--- config.mk ---
export PLATFORM = sky130hd
export DESIGN_NAME = csf_status_reg
export DESIGN_NICKNAME = d
export VERILOG_FILES = /design/src/verilog/csf_pkg.sv /design/src/verilog/csf_flag_alu.sv /design/src/verilog/csf_status_reg.sv
export SDC_FILE = /design/constraint.sdc
export NUM_CORES = 1
export LEC_CHECK = 0
export BUFFER_PORTS_ARGS = -buffer_cell sky130_fd_sc_hd__buf_2
export CORE_MARGIN = 2
export CORE_UTILIZATION = 55
export DETAILED_ROUTE_END_ITERATION = 12
export GPL_TIMING_DRIVEN = 1
export PLACE_DENSITY = 0.81
export SYNTH_ARGS = -nofsm -noshare
export SYNTH_HDL_FRONTEND = slang
export SYNTH_SLANG_ARGS = --single-unit
--- constraint.sdc ---
create_clock -name mclk_in -period 3.62 [get_ports mclk_in]
set_input_delay 0.543 -clock mclk_in [delete_from_list [all_inputs] [get_ports mclk_in]]
set_output_delay 0.543 -clock mclk_in [all_outputs]
set_load 0.05 [all_outputs]
--- src/verilog/csf_pkg.sv ---
package csf_pkg;

	// ----------------------------------------------------------------
	// Register port
	// ----------------------------------------------------------------
	localparam int DATA_W = 8;
	localparam int ADDR_W = 2;
	localparam logic [1:0] ADDR_FLAGS = 2'h0;
	localparam logic [1:0] ADDR_IRQ_STAT = 2'h1;
	localparam logic [1:0] ADDR_IRQ_MASK = 2'h2;

	// ----------------------------------------------------------------
	// Flag register layout
	// ----------------------------------------------------------------
	localparam int BIT_C = 0;
	localparam int BIT_AC = 1;
	localparam int BIT_Z = 2;
	localparam int BIT_OV = 3;
	localparam int BIT_PDF = 4;
	localparam int BIT_TO = 5;
	localparam int BIT_CZ = 6;
	localparam int BIT_SC = 7;
	localparam logic [7:0] FLAGS_RESET = 8'h00;
	localparam logic [7:0] SW_WRITE_MASK = 8'hcf;
	localparam int NIBBLE_W = 4;

	// ----------------------------------------------------------------
	// Interrupt status and mask layout
	// ----------------------------------------------------------------
	localparam int IRQ_W = 3;
	localparam int IRQ_TIMEOUT = 0;
	localparam int IRQ_HALT = 1;
	localparam int IRQ_OVERFLOW = 2;
	localparam logic [2:0] IRQ_RESET = 3'h0;

	// ----------------------------------------------------------------
	// Types
	// ----------------------------------------------------------------
	typedef enum logic [3:0] {
		OP_NONE,
		OP_ADD,
		OP_ADC,
		OP_SUB,
		OP_SBC,
		OP_AND,
		OP_OR,
		OP_XOR,
		OP_RLC,
		OP_RRC
	} csf_op_t;

	typedef struct packed {
		logic sc;
		logic cz;
		logic to;
		logic power_down_flag;
		logic ov;
		logic z;
		logic ac;
		logic c;
	} csf_flags_t;

	typedef struct packed {
		csf_op_t op;
		logic [7:0] a;
		logic [7:0] b;
	} csf_op_req_t;

	typedef struct packed {
		logic halt;
		logic wdt_clear;
		logic wdt_timeout;
	} csf_sys_evt_t;

	function automatic logic op_is_arith(input csf_op_t op);
		op_is_arith = (op == OP_ADD) || (op == OP_ADC) || (op == OP_SUB) || (op == OP_SBC);
	endfunction : op_is_arith

endpackage : csf_pkg

--- src/verilog/csf_flag_alu.sv ---
`timescale 1ns/1ps
module csf_flag_alu
	import csf_pkg::*;
(
	// Operation and current flags
	input csf_op_req_t req_in,
	input csf_flags_t flags_in,
	// Result and flags after the operation
	output logic [7:0] result_out,
	output csf_flags_t flags_out
);

	logic [7:0] opnd_b;
	logic carry_in;
	logic [8:0] sum;
	logic [4:0] low_sum;
	logic carry_into_msb;
	logic next_ov;
	logic next_z;

	// Subtraction adds the inverted operand, so carry out means no borrow.
	always_comb begin
		opnd_b = req_in.b;
		carry_in = 1'b0;
		case (req_in.op)
			OP_ADC: begin
				carry_in = flags_in.c;
			end
			OP_SUB: begin
				opnd_b = ~req_in.b;
				carry_in = 1'b1;
			end
			OP_SBC: begin
				opnd_b = ~req_in.b;
				carry_in = flags_in.c;
			end
			default: begin
			end
		endcase
	end

	assign sum = {1'b0, req_in.a} + {1'b0, opnd_b} + {8'h00, carry_in};
	assign low_sum = {1'b0, req_in.a[NIBBLE_W-1:0]} + {1'b0, opnd_b[NIBBLE_W-1:0]} + {4'h0, carry_in};
	assign carry_into_msb = req_in.a[7] ^ opnd_b[7] ^ sum[7];
	assign next_ov = carry_into_msb ^ sum[8];

	always_comb begin
		flags_out = flags_in;
		result_out = req_in.a;
		next_z = 1'b0;
		case (req_in.op)
			OP_ADD, OP_ADC, OP_SUB, OP_SBC: begin
				result_out = sum[7:0];
				next_z = (sum[7:0] == 8'h00);
				flags_out.c = sum[8];
				flags_out.ac = low_sum[NIBBLE_W];
				flags_out.z = next_z;
				flags_out.ov = next_ov;
				flags_out.sc = next_ov ^ sum[7];
				if (req_in.op == OP_SUB) begin
					flags_out.cz = next_z;
				end else if (req_in.op == OP_SBC) begin
					flags_out.cz = flags_in.cz & next_z;
				end
			end
			OP_AND: begin
				result_out = req_in.a & req_in.b;
				flags_out.z = (result_out == 8'h00);
			end
			OP_OR: begin
				result_out = req_in.a | req_in.b;
				flags_out.z = (result_out == 8'h00);
			end
			OP_XOR: begin
				result_out = req_in.a ^ req_in.b;
				flags_out.z = (result_out == 8'h00);
			end
			OP_RLC: begin
				result_out = {req_in.a[6:0], flags_in.c};
				flags_out.c = req_in.a[7];
			end
			OP_RRC: begin
				result_out = {flags_in.c, req_in.a[7:1]};
				flags_out.c = req_in.a[0];
			end
			default: begin
			end
		endcase
	end

endmodule : csf_flag_alu

--- src/verilog/csf_status_reg.sv ---
// What this block does
// - Carry set on addition carry out or subtraction without borrow, else cleared.
// - Rotate through carry shifts carry in and loads the bit shifted out.
// - Nibble carry set on low nibble carry out or no nibble borrow.
// - Zero flag set when an arithmetic or logic result is zero.
// - Signed range flag is carry into MSB xor carry out of MSB.
// - Power down flag cleared by reset and watchdog clear, set by halt.
// - Watchdog expired flag cleared by reset, clear or halt, set by timeout.
// - Software writes never change the watchdog expired or power down flags.
// - The other six flags are read and written like ordinary data.
// - Sign xor flag is signed range flag xor result MSB.
// - Plain subtract makes chained zero equal to its zero result.
// - Subtract with borrow ANDs chained zero with its zero result.
// - All other instructions leave chained zero unchanged.
// - Flags are never saved automatically on interrupt entry or call.
//
// The implementer's own choices: the placing of the registers and the plain strobed port.
`timescale 1ns/1ps
module csf_status_reg
	import csf_pkg::*;
(
	// Clock, reset and enable
	input wire logic mclk_in,
	input wire logic nrst_in,
	input wire logic ce_in,
	// Register port
	input wire logic [ADDR_W-1:0] reg_addr_in,
	input wire logic [DATA_W-1:0] reg_wdata_in,
	input wire logic reg_wr_in,
	input wire logic reg_rd_in,
	output logic [DATA_W-1:0] reg_rdata_out,
	// Execution datapath
	input wire logic op_valid_in,
	input wire csf_op_req_t op_req_in,
	output logic [DATA_W-1:0] result_out,
	output logic result_valid_out,
	output csf_flags_t flags_out,
	// System events
	input wire csf_sys_evt_t sys_evt_in,
	// Interrupt
	output logic irq_out
);

	// ----------------------------------------------------------------
	// Address decode
	// ----------------------------------------------------------------
	function automatic logic [2:0] reg_select(input logic [ADDR_W-1:0] addr);
		reg_select = 3'h0;
		case (addr)
			ADDR_FLAGS: reg_select = 3'h1;
			ADDR_IRQ_STAT: reg_select = 3'h2;
			ADDR_IRQ_MASK: reg_select = 3'h4;
			default: reg_select = 3'h0;
		endcase
	endfunction : reg_select

	logic [2:0] wr_sel;
	logic [2:0] rd_sel;
	logic wr_flags;
	logic wr_irq_stat;
	logic wr_irq_mask;
	logic op_take;
	logic [DATA_W-1:0] alu_result;
	csf_flags_t alu_flags;
	csf_flags_t flags;
	logic [IRQ_W-1:0] irq_stat;
	logic [IRQ_W-1:0] irq_mask;
	logic [IRQ_W-1:0] irq_event;
	logic [DATA_W-1:0] next_rdata;

	assign wr_sel = reg_select(reg_addr_in);
	assign rd_sel = reg_select(reg_addr_in);
	assign wr_flags = ce_in && reg_wr_in && wr_sel[0];
	assign wr_irq_stat = ce_in && reg_wr_in && wr_sel[1];
	assign wr_irq_mask = ce_in && reg_wr_in && wr_sel[2];
	assign op_take = ce_in && op_valid_in;

	// ----------------------------------------------------------------
	// Flag computation
	// ----------------------------------------------------------------
	csf_flag_alu u_alu (
		.req_in(op_req_in),
		.flags_in(flags),
		.result_out(alu_result),
		.flags_out(alu_flags)
	);

	// ----------------------------------------------------------------
	// Arithmetic flags
	// ----------------------------------------------------------------
	// A write-back beats a software write in the same cycle, since both come
	// from one instruction stream and the executing result is the newer one.
	// Nothing here is pushed or restored on interrupt entry or a call.
	always_ff @(posedge mclk_in or negedge nrst_in) begin
		if (!nrst_in) begin
			flags.sc <= FLAGS_RESET[BIT_SC];
			flags.cz <= FLAGS_RESET[BIT_CZ];
			flags.ov <= FLAGS_RESET[BIT_OV];
			flags.z <= FLAGS_RESET[BIT_Z];
			flags.ac <= FLAGS_RESET[BIT_AC];
			flags.c <= FLAGS_RESET[BIT_C];
		end else if (op_take) begin
			flags.sc <= alu_flags.sc;
			flags.cz <= alu_flags.cz;
			flags.ov <= alu_flags.ov;
			flags.z <= alu_flags.z;
			flags.ac <= alu_flags.ac;
			flags.c <= alu_flags.c;
		end else if (wr_flags) begin
			flags.sc <= reg_wdata_in[BIT_SC];
			flags.cz <= reg_wdata_in[BIT_CZ];
			flags.ov <= reg_wdata_in[BIT_OV];
			flags.z <= reg_wdata_in[BIT_Z];
			flags.ac <= reg_wdata_in[BIT_AC];
			flags.c <= reg_wdata_in[BIT_C];
		end
	end

	// ----------------------------------------------------------------
	// System flags
	// ----------------------------------------------------------------
	// Only system events reach these two bits; the register write path
	// has no connection to them.
	always_ff @(posedge mclk_in or negedge nrst_in) begin
		if (!nrst_in) begin
			flags.power_down_flag <= FLAGS_RESET[BIT_PDF];
		end else if (ce_in) begin
			if (sys_evt_in.halt) begin
				flags.power_down_flag <= 1'b1;
			end else if (sys_evt_in.wdt_clear) begin
				flags.power_down_flag <= 1'b0;
			end
		end
	end

	// A timeout in the same cycle as a clear or halt still sets the flag.
	always_ff @(posedge mclk_in or negedge nrst_in) begin
		if (!nrst_in) begin
			flags.to <= FLAGS_RESET[BIT_TO];
		end else if (ce_in) begin
			if (sys_evt_in.wdt_timeout) begin
				flags.to <= 1'b1;
			end else if (sys_evt_in.wdt_clear || sys_evt_in.halt) begin
				flags.to <= 1'b0;
			end
		end
	end

	assign flags_out = flags;

	// ----------------------------------------------------------------
	// Result write-back
	// ----------------------------------------------------------------
	always_ff @(posedge mclk_in or negedge nrst_in) begin
		if (!nrst_in) begin
			result_out <= 8'h00;
			result_valid_out <= 1'b0;
		end else if (ce_in) begin
			result_valid_out <= op_valid_in;
			if (op_valid_in) begin
				result_out <= alu_result;
			end
		end
	end

	// ----------------------------------------------------------------
	// Interrupt status and mask
	// ----------------------------------------------------------------
	always_comb begin
		irq_event = 3'h0;
		irq_event[IRQ_TIMEOUT] = sys_evt_in.wdt_timeout;
		irq_event[IRQ_HALT] = sys_evt_in.halt;
		irq_event[IRQ_OVERFLOW] = op_valid_in && op_is_arith(op_req_in.op) && alu_flags.ov;
	end

	// Write one to clear; an event in the clearing cycle keeps its bit set.
	always_ff @(posedge mclk_in or negedge nrst_in) begin
		if (!nrst_in) begin
			irq_stat <= IRQ_RESET;
		end else if (ce_in) begin
			irq_stat <= (irq_stat & ~(wr_irq_stat ? reg_wdata_in[IRQ_W-1:0] : 3'h0)) | irq_event;
		end
	end

	always_ff @(posedge mclk_in or negedge nrst_in) begin
		if (!nrst_in) begin
			irq_mask <= IRQ_RESET;
		end else if (wr_irq_mask) begin
			irq_mask <= reg_wdata_in[IRQ_W-1:0];
		end
	end

	assign irq_out = |(irq_stat & irq_mask);

	// ----------------------------------------------------------------
	// Read data
	// ----------------------------------------------------------------
	always_comb begin
		next_rdata = 8'h00;
		if (reg_rd_in) begin
			if (rd_sel[0]) begin
				next_rdata = flags;
			end else if (rd_sel[1]) begin
				next_rdata = {5'h00, irq_stat};
			end else if (rd_sel[2]) begin
				next_rdata = {5'h00, irq_mask};
			end
		end
	end

	// Read data holds for one enabled cycle only, then returns to zero; it keeps its value while ce_in is low.
	always_ff @(posedge mclk_in or negedge nrst_in) begin
		if (!nrst_in) begin
			reg_rdata_out <= 8'h00;
		end else if (ce_in) begin
			reg_rdata_out <= next_rdata;
		end
	end

	logic [8:0] chk_add_sum;
	logic chk_add_carry;
	logic chk_add_nib;
	logic chk_add_ov;
	logic chk_a_msb;
	logic chk_no_sys;

	assign chk_add_sum = {1'b0, op_req_in.a} + {1'b0, op_req_in.b};
	assign chk_add_carry = chk_add_sum[8];
	assign chk_add_nib = ({1'b0, op_req_in.a[3:0]} + {1'b0, op_req_in.b[3:0]}) > 5'h0f;
	assign chk_add_ov = (op_req_in.a[7] == op_req_in.b[7]) && (chk_add_sum[7] != op_req_in.a[7]);
	assign chk_a_msb = op_req_in.a[7];
	assign chk_no_sys = !sys_evt_in.halt && !sys_evt_in.wdt_clear && !sys_evt_in.wdt_timeout;
endmodule : csf_status_reg

==> metrics.txt, run 1 <==
status finished clean; CTS Sinks 31; routed wire length 8.13 mm; number of enable flip-flop cells after synthesis 0; clock power share 0.255; Hold WC Path Type input pin to async pin; vias in the first global route 2687; Layout Nets 474; Worst setup EP type register; largest net degree at the start of global routing 32; IO buf count 62; relative slew slack 0.539; die area 0.00557 mm²; clock tree root buffer cell clkbuf_8; Overflow after GRT 0; Main synth FF type dfrtp_1; Placed Instances 470; final core utilization 0.699; Post-Route Skew 0.0116 ns; Initial Utilization 0.577; Logic pwr share 0.428; Synth cell types 53; Fin. Hold Viols 0; CP arrival 3.62 ns; Die Y 74.7 µm; # DRC 0; CP Data Required Time 3.81 ns; Crit path largest cell delay 0.44 ns; worst slew pin tran 0.692 ns; non-filler cells in the finished layout 478; sequential element share of the synthesized area 0.283; CP Launch Type input pin; crit path max-delay cell type or4_4; PD cells 413 mW/mm²; Async S/R FF share, synth 1.00; #FFs+latches synth 31; Internal 0.000814 W; top cells by area, synth dfrtp_1, ha_1, o21ai_0; Post-CTS Resized 0; DRT Pass-1 Iters 5; gr usage total 0.304; max-slew violations 0; total number of vias 2906; Num CTS Buffers 5; period utilization 0.949; YS warnings 0; antenna violations before repair 0; fin worst setup slack 0.186 ns; Post-CTS Hold Buffers 0; footprint of the multi-input gates 0.00182 mm²; CP Cell Sequence buf_2 -> nor2_1 -> nand2_1 -> a21oi_4 -> xnor2_2 -> fa_2 -> fa_2 -> a21o_1 -> a221oi_2 -> xnor2_1 -> or4_4 -> o311a_1 -> o31ai_2; Longest Clk Path Bufs 2; Post-Syn Nets 409; Worst Path Max Fanout 5; Avg Vias per Cell 6.08; Worst-Skew Late Latency 0.29 ns; Leak 1.61 nW; CP dominant cell by count fa_2; RSZ-0062 raised after global routing false; diode count 0; sequential power share 0.317; Iteration-0 DRC Markers 198; peak supply drop 0.204 mV; core region area 0.00475 mm²; Post-Syn Area 0.00275 mm²; Post-CTS Setup Bufs 0; total of fill cells in the finished design 430; DP Area 0.00321 mm²; DP HPWL 6.37 mm; cells after synthesis 345; num ports 65; gpl congestion 0.956; max-cap viol count 0; clock-pin slew on the worst setup and hold paths 0.07 ns; Psw 0.000558 W; global-route wire length before repair 12.8 mm; fin area 0.00332 mm²; CP Class input pin to register; post-place setup slack -0.0513 ns; Mapped Avg Cell Area 7.96 µm²; area leader, netlist dfrtp_1; Die Width 74.7 µm; synthesis-to-layout area growth 21.1%; Setup-failing EPs final 0; share of the synthesized area in the top cell type 0.283; Reg area 776 µm²; CTS tree done; wire length per cell 17.0 µm; share of cells above drive strength 1 0.248; num rows 25; Final ANT Viol Nets 0; fmax 291 MHz; H-tree levels 2; Sw Ratio 0.407; post-route minimum period 3.43 ns
-- registers in the layout, indices dropped and copies added, names as in the netlist --
| name | count |
|---|---|
| irq_mask | 3 |
| result_out | 8 |
| reg_rdata_out | 8 |
| result_valid_out | 1 |
| irq_stat | 3 |
| flags_out | 8 |
-- routing by layer --
metal	up-vias	wire length, µm	global-route usage
met3	30	585	0.0335
met5	-	0	0
met1	1355	3340	0.390
met2	146	3900	0.520
li1	1375	-	-
met4	0	303	0.133
-- cells in the mapped netlist (all sizes together) (3+ instances only) --
master,count
a21o,4
nand3,8
nand4,3
mux2i,5
ha,23
mux2,7
o21ai,36
or3,4
a31oi,9
nor3,3
a211oi,3
nor4,3
nor2,25
xor2,3
clkbuf,16
a21oi,22
inv,30
a22o,5
o31ai,4
a221oi,4
nand2,40
and3,6
dfrtp,31
o22ai,5
o221ai,3
xnor2,11
-- metrics by stage --
| stage | hold slack [ns] | setup TNS, ns | total power [W] |
|---|---|---|---|
| floorplan | 0.247 | -0.0933 | 0.000847 |
| global placement | 0.460 | 0 | 0.00101 |
| detailed placement | 0.466 | -0.0513 | 0.00102 |
| CTS | 0.316 | 0 | 0.00137 |
| global route | 0.352 | 0 | 0.00144 |
| finish | 0.301 | 0 | 0.00137 |
-- power groups by stage --
stage,clock [W],sequential (W),combinational (W)
floorplan,0,0.000571,0.000276
CTS,0.000352,0.000435,0.000584
global placement,0,0.000438,0.000569
global route,0.000364,0.000441,0.000637
finish,0.000350,0.000435,0.000587
detailed placement,0,0.000441,0.000581
-- worst paths after layout --
| kind | startpoint | slack (ns) | depth (start not counted) | end |
|---|---|---|---|---|
| max in group asynchronous | nrst_in | 2.87 | 1 | flags_out[1]$_DFFE_PN0P_ |
| min | nrst_in | 0.30 | 1 | reg_rdata_out[0]$_DFFE_PN0P_ |
| min in group mclk_in | result_out[4]$_DFFE_PN0P_ | 0.48 | 2 | result_out[4]$_DFFE_PN0P_ |
| max | op_req_in[16] | 0.19 | 13 | flags_out[2]$_DFFE_PN0P_ |
| min reg2reg | result_out[4]$_DFFE_PN0P_ | 0.48 | 2 | result_out[4]$_DFFE_PN0P_ |
| max reg2reg | flags_out[0]$_DFFE_PN0P_ | 0.28 | 11 | flags_out[2]$_DFFE_PN0P_ |
-- critical path: cells and delay by family --
family,cells,cell delay [ns]
XOR/XNOR,2,0.23
AND/OR/NAND/NOR,3,0.74
adder cells (fa/ha/maj),2,0.81
buffers and inverters,1,0.13
AO/OA/AOI/OAI,5,1.18
-- area by class of cell --
class / instances / area share
Sequential cell: 31 / 0.233
Clock buffer: 6 / 0.0248
Clock inverter: 2 / 0.0105
Timing Repair Buffer: 76 / 0.125
Inverter: 31 / 0.0350
Multi-Input combinational cell: 265 / 0.546
Tap cell: 67 / 0.0252
-- cell families after synthesis --
| group | synth area share |
|---|---|
| AOI/OAI and AO/OA | 0.261 |
| DFF | 0.283 |
| and+or+nand+nor | 0.178 |
| buffers and inverters | 0.0679 |
| xor gates and xnor gates | 0.0447 |
| muxes | 0.0469 |
| adders and majority gates | 0.119 |
-- layout by cell type, fill, tap and decap left out, drive strengths merged, types with 2 or more instances in the layout --
cell type	synthesis	layout
dfrtp	31	31
a21o	4	4
nand3	8	8
nor3	3	3
a21oi	22	22
xor2	3	3
or3	4	4
clkinv	1	2
ha	23	23
a211oi	3	3
nand4	3	3
inv	30	30
nand2	40	40
nor4b	2	2
mux2i	5	5
a22o	5	5
o31ai	4	4
o221ai	3	3
o211ai	2	2
nor2	25	25
nor4	3	3
o22ai	5	5
o21a	2	2
clkbuf	16	6
and3	6	6
xnor2	11	11
a32oi	2	2
fa	2	2
a221oi	4	4
buf	2	76
a22oi	2	2
nor3b	2	2
a31oi	9	9
mux2	7	7
o21ai	36	36
No activity file was read; power rests on OpenSTA's default activity.
==> run 2: changes to the inputs <==
--- a/config.mk
+++ b/config.mk
@@ -7,10 +7,10 @@
 export LEC_CHECK = 0
 export BUFFER_PORTS_ARGS = -buffer_cell sky130_fd_sc_hd__buf_2
 export CORE_MARGIN = 2
-export CORE_UTILIZATION = 55
+export CORE_UTILIZATION = 50
 export DETAILED_ROUTE_END_ITERATION = 12
 export GPL_TIMING_DRIVEN = 1
-export PLACE_DENSITY = 0.81
+export PLACE_DENSITY = 0.75
 export SYNTH_ARGS = -nofsm -noshare
 export SYNTH_HDL_FRONTEND = slang
 export SYNTH_SLANG_ARGS = --single-unit
==> metrics.txt, run 2 (same netlist as run 1, synthesis figures left out) <==
status finished clean; max-cap viol count 0 (unchanged); Post-CTS Resized 0 (unchanged); Worst setup EP type register; largest net degree at the start of global routing 32 (unchanged); num rows 26 (+4.0%); Setup-failing EPs final 0 (unchanged); peak supply drop 0.210 mV (+2.8%); Die Y 78.1 µm (+4.6%); clock tree root buffer cell clkbuf_8; Post-Route Skew 0.00188 ns (-0.00969 ns); period utilization 0.956 (+0.00729); Layout Nets 474 (unchanged); share of cells above drive strength 1 0.248 (unchanged); Leak 1.61 nW (about the same); CP arrival 3.66 ns (+0.04 ns); clock-pin slew on the worst setup and hold paths 0.07 ns (about the same); global-route wire length before repair 13.1 mm (+2.3%); CTS tree done; Post-CTS Setup Bufs 0 (unchanged); # DRC 0 (unchanged); RSZ-0062 raised after global routing false; num ports 65 (unchanged); gr usage total 0.271 (-0.0334); synthesis-to-layout area growth 21.2%; relative slew slack 0.524 (-0.0145); CTS Sinks 31 (unchanged); most common cell after layout, fill and taps aside buf_2; DP Area 0.00321 mm² (+0.12%); Avg Vias per Cell 6.01 (-1.2%); Worst Path Max Fanout 5 (unchanged); diode count 0 (unchanged); final core utilization 0.639 (-0.0598); Longest Clk Path Bufs 2 (unchanged); worst slew pin tran 0.712 ns (+0.0201 ns); IO buf count 62 (unchanged); Min Hold Slack 0.299 ns (-0.00224 ns); die area 0.00610 mm² (+9.4%); core region area 0.00520 mm² (+9.5%); DP HPWL 6.31 mm (-0.99%); CP Launch Type input pin; CP Data Required Time 3.82 ns (about the same); Fin. Hold Viols 0 (unchanged); Iteration-0 DRC Markers 194 (-2.0%); Final ANT Viol Nets 0 (unchanged); routed wire length 7.95 mm (-2.2%); Overflow after GRT 0 (unchanged); max-slew violations 0 (unchanged); H-tree levels 2 (unchanged); Hold WC Path Type input pin to async pin; Initial Utilization 0.527 (-0.0500); Die Width 78.1 µm (+4.6%); Placed Instances 473 (+0.64%); post-route minimum period 3.46 ns (+0.0264 ns); vias in the first global route 2677 (-0.37%); PD cells 412 mW/mm² (-0.23%); total number of vias 2890 (-0.55%); wire length per cell 16.5 µm (-2.8%); gpl congestion 0.986 (+3.2%); fin area 0.00333 mm² (+0.11%); CP Class input pin to register; most frequent cells in the layout buf_2, nand2_1, o21ai_0; non-filler cells in the finished layout 481 (+0.63%); fmax 289 MHz (-0.76%); Post-CTS Hold Buffers 0 (unchanged); antenna violations before repair 0 (unchanged); Worst-Skew Late Latency 0.28 ns (about the same); Num CTS Buffers 5 (unchanged); R2R depth 11 (unchanged); DRT Pass-1 Iters 5 (unchanged)
## run 2: final cells by class
class / instances / area, µm²
clock inverter: 2 / 35.0
tap: 70 / 87.6
clock buffer: 6 / 82.6
sequential: 31 / 776
multi-input combinational: 265 / 1820
fill: 467 / 1880
inverter: 31 / 116
timing repair buffer: 76 / 415
## run 2: path summary, 6_finish.rpt
check	start	to	slack [ns]
min reg2reg	result_out[3]$_DFFE_PN0P_	result_out[3]$_DFFE_PN0P_	0.47
min in group mclk_in	result_out[3]$_DFFE_PN0P_	result_out[3]$_DFFE_PN0P_	0.47
max in group asynchronous	nrst_in	reg_rdata_out[4]$_DFFE_PN0P_	2.88
max reg2reg	flags_out[0]$_DFFE_PN0P_	flags_out[2]$_DFFE_PN0P_	0.31
max	op_req_in[16]	flags_out[2]$_DFFE_PN0P_	0.16
min	nrst_in	irq_mask[0]$_DFFE_PN0P_	0.30
## run 2: routing by layer
metal	vias up	GRT usage	wire length [µm]
met5	-	0	0
met1	1351	0.350	3400
met2	143	0.473	3830
li1	1379	-	-
met3	17	0.0402	558
met4	0	0.0754	155
## run 2: power breakdown
group,leakage (nW),internal (W),switching [W]
registers,0.384,0.000398,0.0000379
logic,1.17,0.000191,0.000389
clock network,0.0612,0.000223,0.000131
total,1.61,0.000812,0.000558
## run 2: worst max-delay path, cell delays in order
cell,delay (ns)
buf_2,0.13
nor2_1,0.20
nand2_1,0.13
a21oi_4,0.17
xnor2_2,0.09
fa_2,0.40
fa_2,0.41
a21o_1,0.20
a221oi_2,0.31
xnor2_1,0.15
or4_4,0.44
o311a_1,0.32
o31ai_2,0.17
## run 2: per-stage QoR
step	setup TNS [ns]	power (W)	worst slack (ns)
after floorplan	-0.0933	0.000847	-0.0933
after global placement	0	0.00101	0.0376
after detailed placement	-0.0979	0.00102	-0.0979
after CTS	0	0.00137	0.193
after global routing	0	0.00144	0.0939
final	0	0.00137	0.159
==> run 3: changes to the inputs <==
--- a/config.mk
+++ b/config.mk
@@ -8,9 +8,11 @@
 export BUFFER_PORTS_ARGS = -buffer_cell sky130_fd_sc_hd__buf_2
 export CORE_MARGIN = 2
 export CORE_UTILIZATION = 50
+export CTS_BUF_LIST = sky130_fd_sc_hd__clkbuf_8
 export DETAILED_ROUTE_END_ITERATION = 12
 export GPL_TIMING_DRIVEN = 1
-export PLACE_DENSITY = 0.75
+export PLACE_DENSITY = 0.74
 export SYNTH_ARGS = -nofsm -noshare
 export SYNTH_HDL_FRONTEND = slang
+export SYNTH_HIERARCHICAL = 1
 export SYNTH_SLANG_ARGS = --single-unit
==> metrics.txt, run 3 <==
period utilization 0.957 (about the same); Mapped Avg Cell Area 8.89 µm² (+12%); relative slew slack 0.527 (+0.00301); Avg Vias per Cell 6.13 (+2.0%); clock tree root buffer cell clkbuf_8; H-tree levels 2 (unchanged); CTS Sinks 31 (unchanged); Sw Ratio 0.433 (+0.0259); max-slew violations 0 (unchanged); Final ANT Viol Nets 0 (unchanged); DP HPWL 6.29 mm (-0.37%); Worst setup EP type register; YS warnings 6 (+6); total number of vias 2948 (+2.0%); gr usage total 0.260 (-0.0114); Post-CTS Resized 0 (unchanged); Levels on crit path 15 (+2); routed wire length 8.10 mm (+1.9%); Die Y 80.4 µm (+2.9%); Post-CTS Hold Buffers 0 (unchanged); CP dominant cell by count fa_2; R2R depth 12 (+1); Leak 1.71 nW (+5.9%); most common cell after layout, fill and taps aside buf_2; Worst-Skew Late Latency 0.28 ns (about the same); antenna violations before repair 0 (unchanged); post-route total power 0.00142 W (+3.8%); CTS tree done; diode count 0 (unchanged); DRT Pass-1 Iters 7 (+2); Post-CTS Setup Bufs 0 (unchanged); synthesis-to-layout area growth 22.5%; CP Launch Type input pin; fin worst setup slack 0.156 ns (-0.00342 ns); worst slew pin tran 0.704 ns (-0.00820 ns); Post-Syn Nets 392 (-4.2%); wire length per cell 16.8 µm (+1.9%); Top delay family on crit path adder cells; largest net degree at the start of global routing 32 (unchanged); reg2reg setup slack 0.44 ns (+0.13 ns); die area 0.00646 mm² (+5.9%); Post-Syn Area 0.00292 mm² (+6.2%); Initial Utilization 0.523 (-0.00440); cells after synthesis 328 (-4.9%); Worst R2R End flags_out[2]$_DFFE_PN0P_; Setup-failing EPs final 0 (unchanged); max-cap viol count 0 (unchanged); vias in the first global route 2708 (+1.2%); post-place setup slack -0.106 ns (-0.00848 ns); status finished clean; CP Data Required Time 3.78 ns (-0.04 ns); Die Width 80.4 µm (+2.9%); Layout Nets 472 (-0.42%); Hold WC Path Type input pin to async pin; CP Cell Sequence buf_2 -> nor2b_4 -> a22oi_2 -> nor2_4 -> xnor2_2 -> fa_2 -> fa_2 -> nand2b_4 -> a21oi_2 -> xor2_1 -> a2111oi_4 -> a311oi_2 -> o21ai_1 -> mux2_4 -> mux2_2; most frequent cells in the layout buf_2, dfrtp_1, buf_4; Internal 0.000806 W (-0.70%); clock power share 0.176 (-0.082); Crit path largest cell delay 0.40 ns (-0.04 ns); Psw 0.000616 W (+10%); DP Area 0.00346 mm² (+7.9%); Post-Route Skew 0.00352 ns (+0.00165 ns); post-route minimum period 3.46 ns (+0.00342 ns); PD cells 398 mW/mm² (-3.2%); Fin. Hold Viols 0 (unchanged); clock-pin slew on the worst setup and hold paths 0.06 ns (about the same); Longest Clk Path Bufs 2 (unchanged); CP Class input pin to register; core region area 0.00557 mm² (+7.1%); Num CTS Buffers 5 (unchanged); # DRC 0 (unchanged); num rows 27 (+3.8%); fin area 0.00357 mm² (+7.3%); global-route wire length before repair 13.0 mm (-0.68%); crit path max-delay cell type fa_2; Min Hold Slack 0.297 ns (-0.00169 ns); sequential power share 0.316 (-0.002); Worst Path Max Fanout 5 (unchanged); peak supply drop 0.247 mV (+18%); Overflow after GRT 0 (unchanged); total of fill cells in the finished design 478 (+2.4%); Logic pwr share 0.507 (+0.084); gpl congestion 0.984 (-0.20%); CP arrival 3.63 ns (-0.03 ns); num ports 65 (unchanged); reg2reg start flags_out[0]$_DFFE_PN0P_; Reg area 776 µm² (unchanged); footprint of the multi-input gates 0.00203 mm² (+12%); Iteration-0 DRC Markers 214 (+10%); IO buf count 62 (unchanged); share of cells above drive strength 1 0.345 (+0.0966); fmax 289 MHz (about the same); critical path buffer and inverter count 1 (unchanged)
-- run 3: power by group through the flow --
| stage | Combinational, W | Sequential [W] | Clock, W |
|---|---|---|---|
| after floorplan | 0.000326 | 0.000614 | 0 |
| after global placement | 0.000692 | 0.000452 | 0 |
| after detailed placement | 0.000704 | 0.000455 | 0 |
| after CTS | 0.000706 | 0.000449 | 0.000257 |
| after global routing | 0.000773 | 0.000456 | 0.000274 |
| final | 0.000722 | 0.000450 | 0.000251 |
-- run 3: how the worst max path moves through the flow --
stage	to	from	slack [ns]
after floorplan	flags_out[2]$_DFFE_PN0P_	op_req_in[17]	0.01
after global placement	flags_out[2]$_DFFE_PN0P_	op_req_in[18]	-0.09
after detailed placement	flags_out[2]$_DFFE_PN0P_	op_req_in[17]	-0.11
after CTS	flags_out[2]$_DFFE_PN0P_	op_req_in[18]	0.17
after global routing	flags_out[2]$_DFFE_PN0P_	op_req_in[17]	-0.03
final	flags_out[2]$_DFFE_PN0P_	op_req_in[18]	0.16
-- run 3: cell type report --
type	count	share of cell area
inverters	23	0.0242
flip-flops and latches	31	0.217
multi-input cells	259	0.569
well taps	72	0.0252
clock inverters	3	0.00350
repair buffers	88	0.142
clock buffers	5	0.0193
-- run 3: metrics by stage --
step / util / TNS (ns) / cells
final: 0.641 / 0 / 481
after global routing: 0.641 / -0.0282 / 481
after CTS: 0.636 / 0 / 481
after global placement: 0.622 / -0.227 / 473
after floorplan: - / 0 / 328
after detailed placement: 0.622 / -0.309 / 473
-- run 3: metal layers --
| metal | global-route usage | wire length [µm] |
|---|---|---|
| met4 | 0.0559 | 116 |
| met1 | 0.354 | 3600 |
| met2 | 0.419 | 3800 |
| met3 | 0.0607 | 590 |
| met5 | 0 | 0 |
